**src/design/aspd_defs.vh**
```
// aspd_defs.vh: constants for the serial converter power-down control block
// assumes: included by its bare name by the top-level design file; the FIFO file does not include it
`ifndef ASPD_DEFS_VH
`define ASPD_DEFS_VH
// ---------------------------------------------------------------------------
// conversion shape
// ---------------------------------------------------------------------------
`define ASPD_RESULT_BITS 16
`define ASPD_SAMPLE_EDGES 5
`define ASPD_CNT_W 6
// falling edge counts at which each phase begins
`define ASPD_CNT_NULL_BIT 6'h05
`define ASPD_CNT_FIRST_MSB 6'h06
`define ASPD_CNT_FIRST_LSB 6'h15
`define ASPD_CNT_LAST_REPEAT 6'h24
`define ASPD_CNT_DONE 6'h25
// ---------------------------------------------------------------------------
// buffering
// ---------------------------------------------------------------------------
`define ASPD_FIFO_DEPTH 16
`define ASPD_FIFO_AW 4
`endif

```
**src/design/aspd_fifo.v**
```verilog
// aspd_fifo.v: small synchronous FIFO with valid/ready on both sides
// assumes: single clock, asynchronous active-low reset
`timescale 1ns/100ps
module aspd_fifo #(
    parameter WIDTH = 16,
    parameter DEPTH = 16,
    parameter AW = 4
) (
    input wire i_sys_clk,
    input wire i_resetn,
    input wire i_in_valid,
    output wire o_in_ready,
    input wire [WIDTH-1:0] i_in_data,
    output wire o_out_valid,
    input wire i_out_ready,
    output wire [WIDTH-1:0] o_out_data
);
    reg [WIDTH-1:0] mem [0:DEPTH-1];
    reg [AW-1:0] wr_ptr;
    reg [AW-1:0] rd_ptr;
    reg [AW:0] count;
    wire do_wr;
    wire do_rd;

    assign o_in_ready = (count != DEPTH[AW:0]);
    assign o_out_valid = (count != {(AW+1){1'b0}});
    assign o_out_data = mem[rd_ptr];
    assign do_wr = i_in_valid && o_in_ready;
    assign do_rd = o_out_valid && i_out_ready;

    always @(posedge i_sys_clk) begin
        if (do_wr) begin
            mem[wr_ptr] <= i_in_data;
        end
    end

    always @(posedge i_sys_clk or negedge i_resetn) begin
        if (!i_resetn) begin
            wr_ptr <= {AW{1'b0}};
            rd_ptr <= {AW{1'b0}};
            count <= {(AW+1){1'b0}};
        end else begin
            if (do_wr) begin
                wr_ptr <= wr_ptr + {{(AW-1){1'b0}}, 1'b1};
            end
            if (do_rd) begin
                rd_ptr <= rd_ptr + {{(AW-1){1'b0}}, 1'b1};
            end
            if (do_wr && !do_rd) begin
                count <= count + {{AW{1'b0}}, 1'b1};
            end else if (do_rd && !do_wr) begin
                count <= count - {{AW{1'b0}}, 1'b1};
            end
        end
    end
endmodule

```
**src/design/aspd_top.v**
```verilog
// aspd_top.v: serial-output converter sequencing and power-down control
// assumes: select and shift clock come from a host in another clock domain;
// result words arrive from the converter core through a 16-word FIFO
//
// How it works
// RULE_01: power down at conversion end or select high
// RULE_02: select low after end: analog only off
// RULE_03: serial logic fully off only while select high
// RULE_04: drive each bit as soon as decided
// RULE_05: select high aborts conversion, powers down
// RULE_06: one bit decision per shift clock cycle
// RULE_07: host preferably clocks at 6.0MHz; the host model clocks at 6.25MHz
// RULE_08: host runs one dummy conversion after power-up
// RULE_09: select falling starts conversion; five sample clocks
// RULE_10: after fifth fall: low bit, then MSB first
// RULE_11: repeat LSB first, then high-impedance until reselect
// RULE_12: launch bits on falling shift clock edges
// RULE_13: select rise mid-conversion tristates and clears sequencing
`timescale 1ns/100ps
`include "aspd_defs.vh"
module aspd_top #(
    parameter RESULT_BITS = `ASPD_RESULT_BITS,
    parameter FIFO_DEPTH = `ASPD_FIFO_DEPTH,
    parameter FIFO_AW = `ASPD_FIFO_AW
) (
    input wire i_sys_clk,
    input wire i_resetn,
    input wire i_select_n,
    input wire i_serial_shift_clock,
    input wire i_result_valid,
    output reg o_result_ready,
    input wire [RESULT_BITS-1:0] i_result_data,
    output reg o_serial_data,
    output reg o_serial_data_oe,
    output reg o_analog_powered,
    output reg o_serial_powered,
    output reg o_busy,
    output reg o_dropped
);
    // -----------------------------------------------------------------------
    // synchronisers and edge detection
    // -----------------------------------------------------------------------
    reg sel_meta;
    reg sel_sync;
    reg sel_prev;
    reg sck_meta;
    reg sck_sync;
    reg sck_prev;
    wire sel_fall;
    wire sck_fall;

    always @(posedge i_sys_clk or negedge i_resetn) begin
        if (!i_resetn) begin
            sel_meta <= 1'b1;
            sel_sync <= 1'b1;
            sel_prev <= 1'b1;
            sck_meta <= 1'b0;
            sck_sync <= 1'b0;
            sck_prev <= 1'b0;
        end else begin
            sel_meta <= i_select_n;
            sel_sync <= sel_meta;
            sel_prev <= sel_sync;
            sck_meta <= i_serial_shift_clock;
            sck_sync <= sck_meta;
            sck_prev <= sck_sync;
        end
    end

    assign sel_fall = sel_prev && !sel_sync;
    assign sck_fall = sck_prev && !sck_sync && !sel_sync;

    // -----------------------------------------------------------------------
    // result buffer
    // -----------------------------------------------------------------------
    wire fifo_in_ready;
    wire fifo_out_valid;
    wire [RESULT_BITS-1:0] fifo_out_data;
    reg fifo_pop;

    aspd_fifo #(
        .WIDTH(RESULT_BITS),
        .DEPTH(FIFO_DEPTH),
        .AW(FIFO_AW)
    ) u_fifo (
        .i_sys_clk(i_sys_clk),
        .i_resetn(i_resetn),
        .i_in_valid(i_result_valid),
        .o_in_ready(fifo_in_ready),
        .i_in_data(i_result_data),
        .o_out_valid(fifo_out_valid),
        .i_out_ready(fifo_pop),
        .o_out_data(fifo_out_data)
    );

    // occupancy mirror: the registered ready then matches the buffer's own
    // ready in the cycle it is seen, so no word offered while ready is high is lost
    reg [FIFO_AW:0] fill;
    reg [FIFO_AW:0] next_fill;
    wire push_ok;

    assign push_ok = i_result_valid && fifo_in_ready;

    always @* begin
        next_fill = fill;
        if (push_ok && !fifo_pop) begin
            next_fill = fill + {{FIFO_AW{1'b0}}, 1'b1};
        end else if (fifo_pop && !push_ok) begin
            next_fill = fill - {{FIFO_AW{1'b0}}, 1'b1};
        end
    end

    // -----------------------------------------------------------------------
    // bit sequencing
    // -----------------------------------------------------------------------
    localparam ST_OFF = 2'b00;
    localparam ST_SAMPLE = 2'b01;
    localparam ST_SHIFT = 2'b10;
    localparam ST_DONE = 2'b11;

    reg [1:0] state;
    reg [1:0] next_state;
    reg [`ASPD_CNT_W-1:0] edge_cnt;
    reg [`ASPD_CNT_W-1:0] next_edge_cnt;
    reg [RESULT_BITS-1:0] word;
    reg [RESULT_BITS-1:0] next_word;
    reg next_data;
    reg next_oe;
    reg next_pop;
    wire [`ASPD_CNT_W-1:0] msb_idx;
    wire [`ASPD_CNT_W-1:0] lsb_idx;

    // msb-first walk counts down from the top bit, then lsb-first walk up
    assign msb_idx = `ASPD_CNT_FIRST_LSB - edge_cnt;
    assign lsb_idx = edge_cnt - `ASPD_CNT_FIRST_LSB;

    always @* begin
        next_state = state;
        next_edge_cnt = edge_cnt;
        next_word = word;
        next_data = o_serial_data;
        next_oe = o_serial_data_oe;
        next_pop = 1'b0;
        if (sel_sync) begin
            next_state = ST_OFF; // RULE_05
            next_edge_cnt = {`ASPD_CNT_W{1'b0}}; // RULE_13
            next_oe = 1'b0; // RULE_13
            next_data = 1'b0;
        end else begin
            case (state)
                ST_OFF: begin
                    if (sel_fall) begin
                        next_state = ST_SAMPLE; // RULE_09
                        next_edge_cnt = {`ASPD_CNT_W{1'b0}};
                        next_word = fifo_out_valid ? fifo_out_data : {RESULT_BITS{1'b0}};
                        next_pop = fifo_out_valid;
                    end
                end
                ST_SAMPLE: begin
                    if (sck_fall) begin
                        next_edge_cnt = edge_cnt + 6'h01;
                        if (edge_cnt + 6'h01 == `ASPD_CNT_NULL_BIT) begin
                            next_state = ST_SHIFT; // RULE_10
                            next_oe = 1'b1; // RULE_10
                            next_data = 1'b0; // RULE_10
                        end
                    end
                end
                ST_SHIFT: begin
                    if (sck_fall) begin // RULE_12
                        next_edge_cnt = edge_cnt + 6'h01; // RULE_06
                        if (edge_cnt + 6'h01 < `ASPD_CNT_FIRST_LSB + 6'h01) begin
                            next_data = word[msb_idx[3:0] - 4'h1]; // RULE_04
                        end else if (edge_cnt + 6'h01 <= `ASPD_CNT_LAST_REPEAT) begin
                            next_data = word[lsb_idx[3:0] + 4'h1]; // RULE_11
                        end else begin
                            next_state = ST_DONE; // RULE_11
                            next_oe = 1'b0; // RULE_11
                            next_data = 1'b0;
                        end
                    end
                end
                ST_DONE: begin
                    next_oe = 1'b0; // RULE_11
                end
                default: begin
                    next_state = ST_OFF;
                end
            endcase
        end
    end

    always @(posedge i_sys_clk or negedge i_resetn) begin
        if (!i_resetn) begin
            state <= ST_OFF;
            edge_cnt <= {`ASPD_CNT_W{1'b0}};
            word <= {RESULT_BITS{1'b0}};
            fifo_pop <= 1'b0;
            fill <= {(FIFO_AW+1){1'b0}};
            o_serial_data <= 1'b0;
            o_serial_data_oe <= 1'b0;
            o_analog_powered <= 1'b0;
            o_serial_powered <= 1'b0;
            o_busy <= 1'b0;
            o_result_ready <= 1'b0;
            o_dropped <= 1'b0;
        end else begin
            state <= next_state;
            edge_cnt <= next_edge_cnt;
            word <= next_word;
            fifo_pop <= next_pop;
            fill <= next_fill;
            o_serial_data <= next_data;
            o_serial_data_oe <= next_oe;
            // analog section runs only while a conversion is in flight
            o_analog_powered <= (next_state == ST_SAMPLE) || (next_state == ST_SHIFT); // RULE_01
            // serial logic stays up after completion while select is low
            o_serial_powered <= !sel_sync; // RULE_02 RULE_03
            o_busy <= (next_state != ST_OFF) && (next_state != ST_DONE);
            o_result_ready <= (next_fill != FIFO_DEPTH[FIFO_AW:0]);
            o_dropped <= i_result_valid && !fifo_in_ready;
        end
    end
endmodule

```
**config.mk**
```make
export PLATFORM = sky130hd
export DESIGN_NAME = aspd_top
export DESIGN_NICKNAME = d
export VERILOG_FILES = /design/src/design/aspd_fifo.v /design/src/design/aspd_top.v
export VERILOG_INCLUDE_DIRS = /design/src /design/src/design
export SDC_FILE = /design/constraint.sdc
export NUM_CORES = 1
export LEC_CHECK = 0
export BUFFER_PORTS_ARGS = -buffer_cell sky130_fd_sc_hd__clkbuf_2
export CORE_ASPECT_RATIO = 0.8
export CORE_MARGIN = 4
export CORE_UTILIZATION = 42
export DETAILED_ROUTE_END_ITERATION = 10
export SKIP_LAST_GASP = 1
export SYNTH_ARGS = -nofsm -noshare
export SYNTH_HDL_FRONTEND = slang
export SYNTH_SLANG_ARGS = --single-unit
```
**constraint.sdc**
```tcl
create_clock -name i_sys_clk -period 3.5 [get_ports i_sys_clk]
set_input_delay 0.35 -clock i_sys_clk [delete_from_list [all_inputs] [get_ports i_sys_clk]]
set_output_delay 0.35 -clock i_sys_clk [all_outputs]
set_load 0.02 [all_outputs]
```
==> results of run 1 <==
-- worst max-delay path: stages (launching register included) --
cell and delay, ps:
dfrtp_1 450, or4_4 600, o21ai_4 260, inv_2 180, ha_1 260, inv_1 170
ha_1 300, a21o_1 180, a21oi_1 170, xnor2_1 130, nor2_1 70, xnor2_1 130
-- stage by stage --
stage	util (%)	setup WS, ps	cell area (um^2)
2_1_floorplan	-	598	12900
3_3_place_gp	44.5	556	13500
3_5_place_dp	44.5	505	13500
4_1_cts	48.0	481	14500
5_1_grt	48.0	319	14500
6_report	48.0	495	14500
-- final cells by class --
class | instances | area share (%)
Clock buffer | 35 | 5.29
Clock inverter | 19 | 1.71
Inverter | 17 | 0.439
Multi-Input combinational cell | 291 | 24.3
Sequential cell | 311 | 62.4
Tap cell | 413 | 3.55
Timing Repair Buffer | 52 | 2.36
-- layer usage --
| layer | up-vias | GRT usage (%) |
|---|---|---|
| met5 | - | 0 |
| met4 | 2 | 3.59 |
| met3 | 50 | 3.02 |
| met2 | 173 | 27.0 |
| met1 | 3339 | 23.3 |
| li1 | 2760 | - |
-- power by group --
group	leakage, uW	total (uW)	switching, uW	internal [uW]
logic	0.00156	2810	1360	1450
registers	0.00299	5000	471	4530
clock network	0.000493	3300	1350	1950
-- synth_stat cells (4+ instances only) --
| cell type | number | area share [%] |
|---|---|---|
| and2_1 | 8 | 0.39 |
| mux4_2 | 71 | 12 |
| xnor2_1 | 13 | 0.88 |
| inv_1 | 15 | 0.44 |
| nor3_1 | 5 | 0.19 |
| a211oi_1 | 4 | 0.23 |
| nor2_1 | 9 | 0.26 |
| a21oi_1 | 7 | 0.27 |
| buf_2 | 7 | 0.27 |
| nand2b_1 | 4 | 0.19 |
| ha_1 | 20 | 1.9 |
| dfrtp_1 | 52 | 10 |
| nand2_1 | 20 | 0.58 |
| nor2b_1 | 7 | 0.34 |
| and3_1 | 7 | 0.34 |
| and4_1 | 4 | 0.27 |
| o21ai_0 | 13 | 0.50 |
| buf_4 | 7 | 0.41 |
| clkbuf_1 | 7 | 0.20 |
| a22o_1 | 17 | 1.2 |
| nand3_1 | 9 | 0.35 |
| mux4_1 | 13 | 2.7 |
| edfxtp_1 | 256 | 60 |
| xor2_1 | 7 | 0.48 |
| mux2i_1 | 12 | 0.93 |
-- state kept, by name (all words and copies together) (netlist names), 2 cells and up --
register and count:
word 16, u_fifo.count 5, u_fifo.mem 256, edge_cnt 6, state 2, u_fifo.wr_ptr 4, fill 5, u_fifo.rd_ptr 4
-- logic make-up (layout without fill, tap and decap cells) --
logic type,after synthesis,in the layout
fa+ha+maj,21,21
buf+inv,45,123
flops,311,311
compound gates,65,65
xor+xnor,22,22
mux,97,97
simple gates,86,86
-- worst max-delay path by stage --
stage | from | cells past startpoint | end
2_1_floorplan | u_fifo.count[0] | 12 | u_fifo.count[4]
3_3_place_gp | u_fifo.count[0] | 11 | u_fifo.count[4]
3_5_place_dp | u_fifo.count[0] | 11 | u_fifo.count[4]
4_1_cts | u_fifo.count[0] | 11 | u_fifo.count[4]
5_1_grt | u_fifo.count[0] | 11 | u_fifo.count[4]
6_report | u_fifo.count[0] | 11 | u_fifo.count[4]
==> results.cfg, run 1 <==
[drt]
wl_per_cell_um = 23.7
vias = 6324
routed_wl_um = 27000
wl_met3_um = 1400
drtIter0Drc = 474
routed_via_density = 5.56
top_layer_used = met5
drt-met1-wl_um = 11900
wl_met2_um = 13100
drt-pass1-iter-count = 4
drc = 0
postRouteAntennaNets = 0

[synthesis]
synth_edf_count = 256
synthMuxAreaShare_pct = 16.1
synth_cell_types = 61
ys.flop_type = edfxtp_1
yosysWarnings = 0
syn_area_per_cell_um2 = 19.9
synth_top_family_by_area = multiplexers
netlist_area_um2 = 12900
synth_adder_area_share_pct = 2.10
async_flop_share_pct = 17.7
syn-num-nets = 689
yosys_register_bits = 311
synthXorXnorAreaFrac_pct = 1.70
syn-instance-count = 647
synthSimpleGateAreaFrac_pct = 3.72
yosysSeqAreaShare_pct = 70.4
synth_compound_area_share_pct = 3.82

[timing]
max_freq_ghz = 0.333
fin_skew_ps = 16.7
setup_tns_ps = 0
worst_slew_pin_slew_ps = 1190
finalCritPeriodShare_pct = 85.8
timing_max_transition_violations_final = 0
hold_viol = 0
fin_crit_ps = 3000
timing.hold.ws_ps = 67.6
rsz0062_at_grt = false
setup_viol = 0
slew_headroom_pct = 20.6

[finish]
num_antenna_cells = 0
instances_no_fill = 1138
nets = 745
syn2layout_area_growth_pct = 12.9
regArea_um2 = 9070
drive_above_1_share_pct = 25.1
final_common_cell = edfxtp_1
mostFrequentLayoutCells = edfxtp_1 (256), mux4_2 (71), dfrtp_1 (49)
multi_input_area_um2 = 3530
fillers = 2508

[setup_path]
regToRegSetupSlack_ps = 500
cp-start-kind = register
r2r_start = u_fifo.count[0]
cp_max_fo = 13
path_class = register to register
critPathCaptureType = register
required_ps = 3950
rr_endpoint = u_fifo.count[4]
r2r_cells = 11
cp.arrival_ps = 3450

[flow_run]
cap_viol_max_count = 0

[power_and_ir_drop]
total_power_uw = 11100
vdd_drop_max_mv = 0.425
power_density_nw_per_um2 = 763
p_leak_uw = 0.00504

[floorplanning]
io_pins = 28
die_y_um = 165
core_um2 = 30300
initial_utilization_pct = 42.5
dieArea_um2 = 33600
die_width_um = 204
rows = 57

[grt]
antenna_found_initial = 1
grt_pass1_wl_um = 41200
grt_usage_pct = 16.4
gr-total-overflow = 0
grt_max_degree = 40
grt_pass1_vias = 6549

[cts]
clkTransAtPathRegs_ps = 60
root_buffer = clkbuf_16
cts-htree-levels = 1
cts_buffer_depth = 3
numCtsBuffers = 30
clkLatencyLatePin_ps = 570
clkSinkCount = 311
cts_hold_buf = 3
post_cts_buffers = 0
cts_resized = 0
cts_tree = yes

[worst_hold_path]
worstHoldEndpoint = o_dropped
min_path_type = input port to register
worstHoldPathCells = 3
hp-start = i_result_valid

[place]
dp_cells = 1081
dp_hpwl_um = 15900
globalplace.congestion = 0.800
numPortBuffers = 27

[run_status]
outcome = completed
No activity file was read; power rests on OpenSTA's default activity.
==> run 2: changes to the inputs <==
- ABC_AREA: not set -> 1
==> results.cfg, run 2 <==
[floorplanning]
die_y_um = 166
die_width_um = 206
io_pins = 28
rows = 57
dieArea_um2 = 34200
initial_utilization_pct = 43.0
core_um2 = 30600

[finish]
instances_no_fill = 1593
final_common_cell = edfxtp_1
regArea_um2 = 9070
fillers = 2674
top_regs = u_fifo.mem: 256 flops, word: 16 flops, edge_cnt: 6 flops
drive_above_1_share_pct = 12.4
num_antenna_cells = 0
design_area_um2 = 15000
syn2layout_area_growth_pct = 14.0
largest_register = u_fifo.mem
mostFrequentLayoutCells = edfxtp_1 (256), nor2_1 (167), nand2_1 (143)
nets = 1196
multi_input_area_um2 = 3600
largest_reg_flops = 256

[setup_path]
rr_endpoint = u_fifo.count[4]
slowest_stage = dfrtp_1
crit_buf_inv = 2
crit_cells = 12
regToRegSetupSlack_ps = 870
critPathMostFrequentCell = nor2_1
r2r_cells = 12
r2r_start = u_fifo.count[1]
crit_family = simple AND/OR/NAND/NOR gates
cp-start-kind = register
path_cells = nor2_1 -> nand4_1 -> nand2_2 -> clkinv_1 -> ha_1 -> inv_1 -> ha_1 -> a21o_1 -> a21oi_1 -> nor2_1 -> nor2_1 -> xor2_1
path_class = register to register
critPathCaptureType = register
cp_max_fo = 8
required_ps = 3930
slowest_delay_ps = 420
cp.arrival_ps = 3060

[timing]
setup_viol = 0
worst_slew_pin_slew_ps = 860
timing_max_transition_violations_final = 0
rsz0062_at_grt = false
fin_crit_ps = 2630
hold_viol = 0
fin_skew_ps = 20.4
setup_tns_ps = 0
worst_slack_ps = 867
finalCritPeriodShare_pct = 75.2
max_freq_ghz = 0.380
slew_headroom_pct = 42.6

[drt]
routed_wl_um = 31800
postRouteAntennaNets = 0
routed_via_density = 5.47
drt-pass1-iter-count = 5
vias = 8708
drc = 0
wl_per_cell_um = 19.9
drtIter0Drc = 932

[place]
post_dp_cell_area_um2 = 13800
dp_cells = 1528
dp_slack_ps = 880
dp_hpwl_um = 18100
numPortBuffers = 27
globalplace.congestion = 0.878

[power_and_ir_drop]
total_power_uw = 12000
cell_internal_pwr_uw = 7850
vdd_drop_max_mv = 0.470
seqPwrFrac_pct = 39.4
power.switching_uw = 4180
p_comb_share_pct = 30.1
p_sw_share_pct = 34.8
power_frac_clock_pct = 30.5
power_density_nw_per_um2 = 803
p_leak_uw = 0.00539

[worst_hold_path]
hp-start = i_result_valid
worstHoldPathCells = 3
min_path_type = input port to register
worstHoldEndpoint = o_dropped

[synthesis]
yosysWarnings = 0
yosys_register_bits = 311
yosysMostFrequentCell = edfxtp_1
syn_area_per_cell_um2 = 11.8
yosysSeqAreaShare_pct = 68.9
async_flop_share_pct = 17.7
yosys-top-cells-count = edfxtp_1 (256), nor2_1 (183), nand2_1 (143)
synth_top_area_cell = edfxtp_1
syn-instance-count = 1119
netlist_area_um2 = 13200
synth_cell_types = 39
synth.area.top_cells = edfxtp_1 (58%), dfrtp_1 (9.9%), o21ai_0 (5.3%)
syn-num-nets = 1161
synth_top_cell_area_share_pct = 58.5
ys.flop_type = edfxtp_1
synth_edf_count = 256

[run_status]
outcome = completed

[cts]
clkLatencyLatePin_ps = 520
cts-htree-levels = 2
clkSinkCount = 311
post_cts_buffers = 0
root_buffer = clkbuf_16
clkTransAtPathRegs_ps = 60
cts_hold_buf = 3
numCtsBuffers = 34
cts_tree = yes
cts_resized = 0
cts_buffer_depth = 3

[grt]
grt_max_degree = 131
grt_pass1_vias = 8333
grt_pass1_wl_um = 49300
gr-total-overflow = 0
antenna_found_initial = 1
grt_usage_pct = 18.7

[flow_run]
cap_viol_max_count = 0
## run 2: cell count changes after synthesis, moves of 18 or more
cell / change
nand2_1: +123
o22ai_1: +18
o221ai_1: +32
o21ai_0: +126
nand3_1: +40
clkbuf_1: +18
o21ai_1: +23
nor2_1: +174
inv_1: +30
mux4_2: -71
o211ai_1: +23
## run 2: logic make-up after synthesis
family | synth area share (%)
buffers and inverters | 3.95
xor gates and xnor gates | 0.932
and+or+nand+nor | 12.2
DFF | 68.9
muxes | 0.228
AOI/OAI and AO/OA | 11.7
adders and majority gates | 2.05
## run 2: final cells by class
| class | instances | area share, % |
|---|---|---|
| multi-input combinational | 696 | 24.1 |
| timing repair buffer | 58 | 2.92 |
| clock buffer | 43 | 6.04 |
| sequential | 311 | 60.5 |
| inverter | 53 | 1.34 |
| clock inverter | 19 | 1.66 |
| tap | 413 | 3.45 |
## run 2: routing by layer
metal / up-vias / global-route usage (%) / part of all wire [%]
met1: 4359 / 27.7 / 47
met4: 2 / 4.80 / 1.7
met2: 236 / 28.0 / 45
met5: - / 0 / 0.057
met3: 38 / 4.26 / 6.4
li1: 4073 / - / -
## run 2: tightest hold or removal path: stages
cell	delay [ps]
clkbuf_2	100
inv_1	50
nor2_1	40
## run 2: worst max path at each step
stage	startpoint	end	slack, ps
after floorplan	u_fifo.count[1]	u_fifo.count[4]	1170
after CTS	u_fifo.count[1]	u_fifo.count[4]	860
after detailed placement	u_fifo.count[1]	u_fifo.count[4]	880
after global routing	u_fifo.count[1]	u_fifo.count[4]	610
after global placement	u_fifo.count[1]	u_fifo.count[4]	910
final	u_fifo.count[1]	u_fifo.count[4]	870
## run 2: power by group through the flow
stage	Sequential, uW	Combinational (uW)	Clock (uW)
finish	4740	3620	3670
global route	4780	4040	3910
CTS	4740	3650	3740
detailed placement	4810	3620	0
global placement	4810	3580	0
floorplan	4760	2450	0
## run 2: stage by stage
step	utilization [%]	hold slack (ps)
floorplan	-	54.4
global placement	45.1	334
detailed placement	45.1	343
CTS	49.0	61.1
global route	49.0	56.3
finish	49.0	69.1
==> run 3: changes to the inputs <==
- clock period: 3.5 -> 2.6 ns (I/O delays scaled with it)
==> results.cfg, run 3 (same netlist as run 2, synthesis figures left out) <==
[drt]
postRouteAntennaNets = 0
drt-pass1-iter-count = 7
drtIter0Drc = 734
drc = 0
wl_per_cell_um = 19.6
vias = 8651
routed_via_density = 5.40
routed_wl_um = 31500

[power_and_ir_drop]
seqPwrFrac_pct = 41.7
vdd_drop_max_mv = 0.630
cell_internal_pwr_uw = 10000
p_sw_share_pct = 35.8
p_leak_uw = 0.00536
power.switching_uw = 5590
power_frac_clock_pct = 27.9
power_density_nw_per_um2 = 1050
p_comb_share_pct = 30.4

[setup_path]
r2r_cells = 7
r2r_start = u_fifo.count[1]
rr_endpoint = u_fifo.mem[12][11]
critPathMostFrequentCell = nor2_2
slowest_stage = nor2_2
path_cells = nor2_2 -> nand4_1 -> nand2_2 -> clkinvlp_4 -> buf_4 -> nand2_1 -> nor2_2
cp-start-kind = register
crit_buf_inv = 2
crit_family = simple AND/OR/NAND/NOR gates
slowest_delay_ps = 950
regToRegSetupSlack_ps = 200
critPathCaptureType = register
cp_max_fo = 16
path_class = register to register
cp.arrival_ps = 2530
required_ps = 2730

[timing]
timing.hold.ws_ps = 100
setup_tns_ps = 0
fin_skew_ps = 13.6
worst_slew_pin_slew_ps = 1220
max_freq_ghz = 0.417
slew_headroom_pct = 18.3
fin_crit_ps = 2400
setup_viol = 0
worst_slack_ps = 200
finalCritPeriodShare_pct = 92.3
hold_viol = 0
timing_max_transition_violations_final = 0
rsz0062_at_grt = false

[cts]
root_buffer = clkbuf_16
cts_buffer_depth = 3
cts-htree-levels = 2
numCtsBuffers = 34
clkSinkCount = 311
clkLatencyLatePin_ps = 530
clkTransAtPathRegs_ps = 60
cts_tree = yes

[finish]
nets = 1207
largest_register = u_fifo.mem
num_antenna_cells = 0
syn2layout_area_growth_pct = 13.4
instances_no_fill = 1603
drive_above_1_share_pct = 12.8
regArea_um2 = 9070
mostFrequentLayoutCells = edfxtp_1 (256), nor2_1 (166), nand2_1 (143)
largest_reg_flops = 256
top_regs = u_fifo.mem: 256 flops, word: 16 flops, edge_cnt: 6 flops
final_common_cell = edfxtp_1
multi_input_area_um2 = 3610
fillers = 2772

[place]
globalplace.congestion = 0.844
dp_hpwl_um = 18700
numPortBuffers = 27
dp_cells = 1537
dp_slack_ps = 61.1

[grt]
grt_usage_pct = 18.3
grt_pass1_wl_um = 48800
grt_max_degree = 87
grt_pass1_vias = 8290
antenna_found_initial = 0
gr-total-overflow = 0

[floorplanning]
io_pins = 28
initial_utilization_pct = 43.0
dieArea_um2 = 34200
rows = 57
die_y_um = 166
core_um2 = 30600
die_width_um = 206

[run_status]
outcome = completed

[worst_hold_path]
min_path_type = input port to asynchronous set/reset pin

[flow_run]
cap_viol_max_count = 0
==> run 3: changes by cell type in the layout (fill, tap and decap cells not counted), sizes merged <==
| cell | previous run | this run |
|---|---|---|
| buf | 28 | 38 |
| bufinv | 5 | 0 |
| inv | 52 | 53 |
| dlygate4sd3 | 3 | 4 |
| clkbuf | 70 | 72 |
| clkinv | 13 | 14 |
==> run 3: timing repair <==
action	4_1_cts	5_1_grt
buffers inserted	0	1
hold endpoints to repair	55	0
resized for setup	0	4
endpoints found under the setup margin	0	2
hold buffers	4	0
==> run 3: power by group through the flow <==
stage	sequential, uW	combinational (uW)	clock, uW
finish	6520	4760	4360
global route	6570	5330	4680
CTS	6520	4790	4470
detailed placement	6610	4760	0
global placement	6600	4700	0
floorplan	6410	3290	0
==> run 3: layer usage <==
layer	vias up	track usage, %	wire length (um)
li1	4098	-	-
met1	4274	28.2	15000
met5	-	0	0
met4	0	4.68	716
met2	220	27.0	14100
met3	59	3.18	1710
==> run 3: worst max-delay path by stage <==
stage               startpoint                 end  slack, ps  cells after the start
6_report       u_fifo.count[1]  u_fifo.mem[12][11]        200                      7
3_5_place_dp   u_fifo.count[1]     u_fifo.count[4]         60                     13
2_1_floorplan  u_fifo.count[1]     u_fifo.count[4]        270                     13
5_1_grt        u_fifo.count[1]     u_fifo.count[4]          4                     11
3_3_place_gp   u_fifo.count[1]     u_fifo.count[4]         90                     13
4_1_cts        u_fifo.count[1]     u_fifo.count[4]         30                     12
==> run 3: cell type report <==
| type | count | share of cell area, % |
|---|---|---|
| sequential | 311 | 60.8 |
| multi-input combinational | 696 | 24.2 |
| tap | 413 | 3.46 |
| clock buffer | 45 | 5.98 |
| inverter | 53 | 1.38 |
| timing repair buffer | 69 | 3.51 |
| clock inverter | 16 | 0.663 |
==> run 3: through the flow <==
step                utilization, %  total power, uW  instance area (um^2)
floorplan                        -             9700                 13200
global placement              45.3            11300                 13900
CTS                           48.7            15800                 14900
finish                        48.8            15600                 14900
global route                  48.8            16600                 14900
detailed placement            45.3            11400                 13900
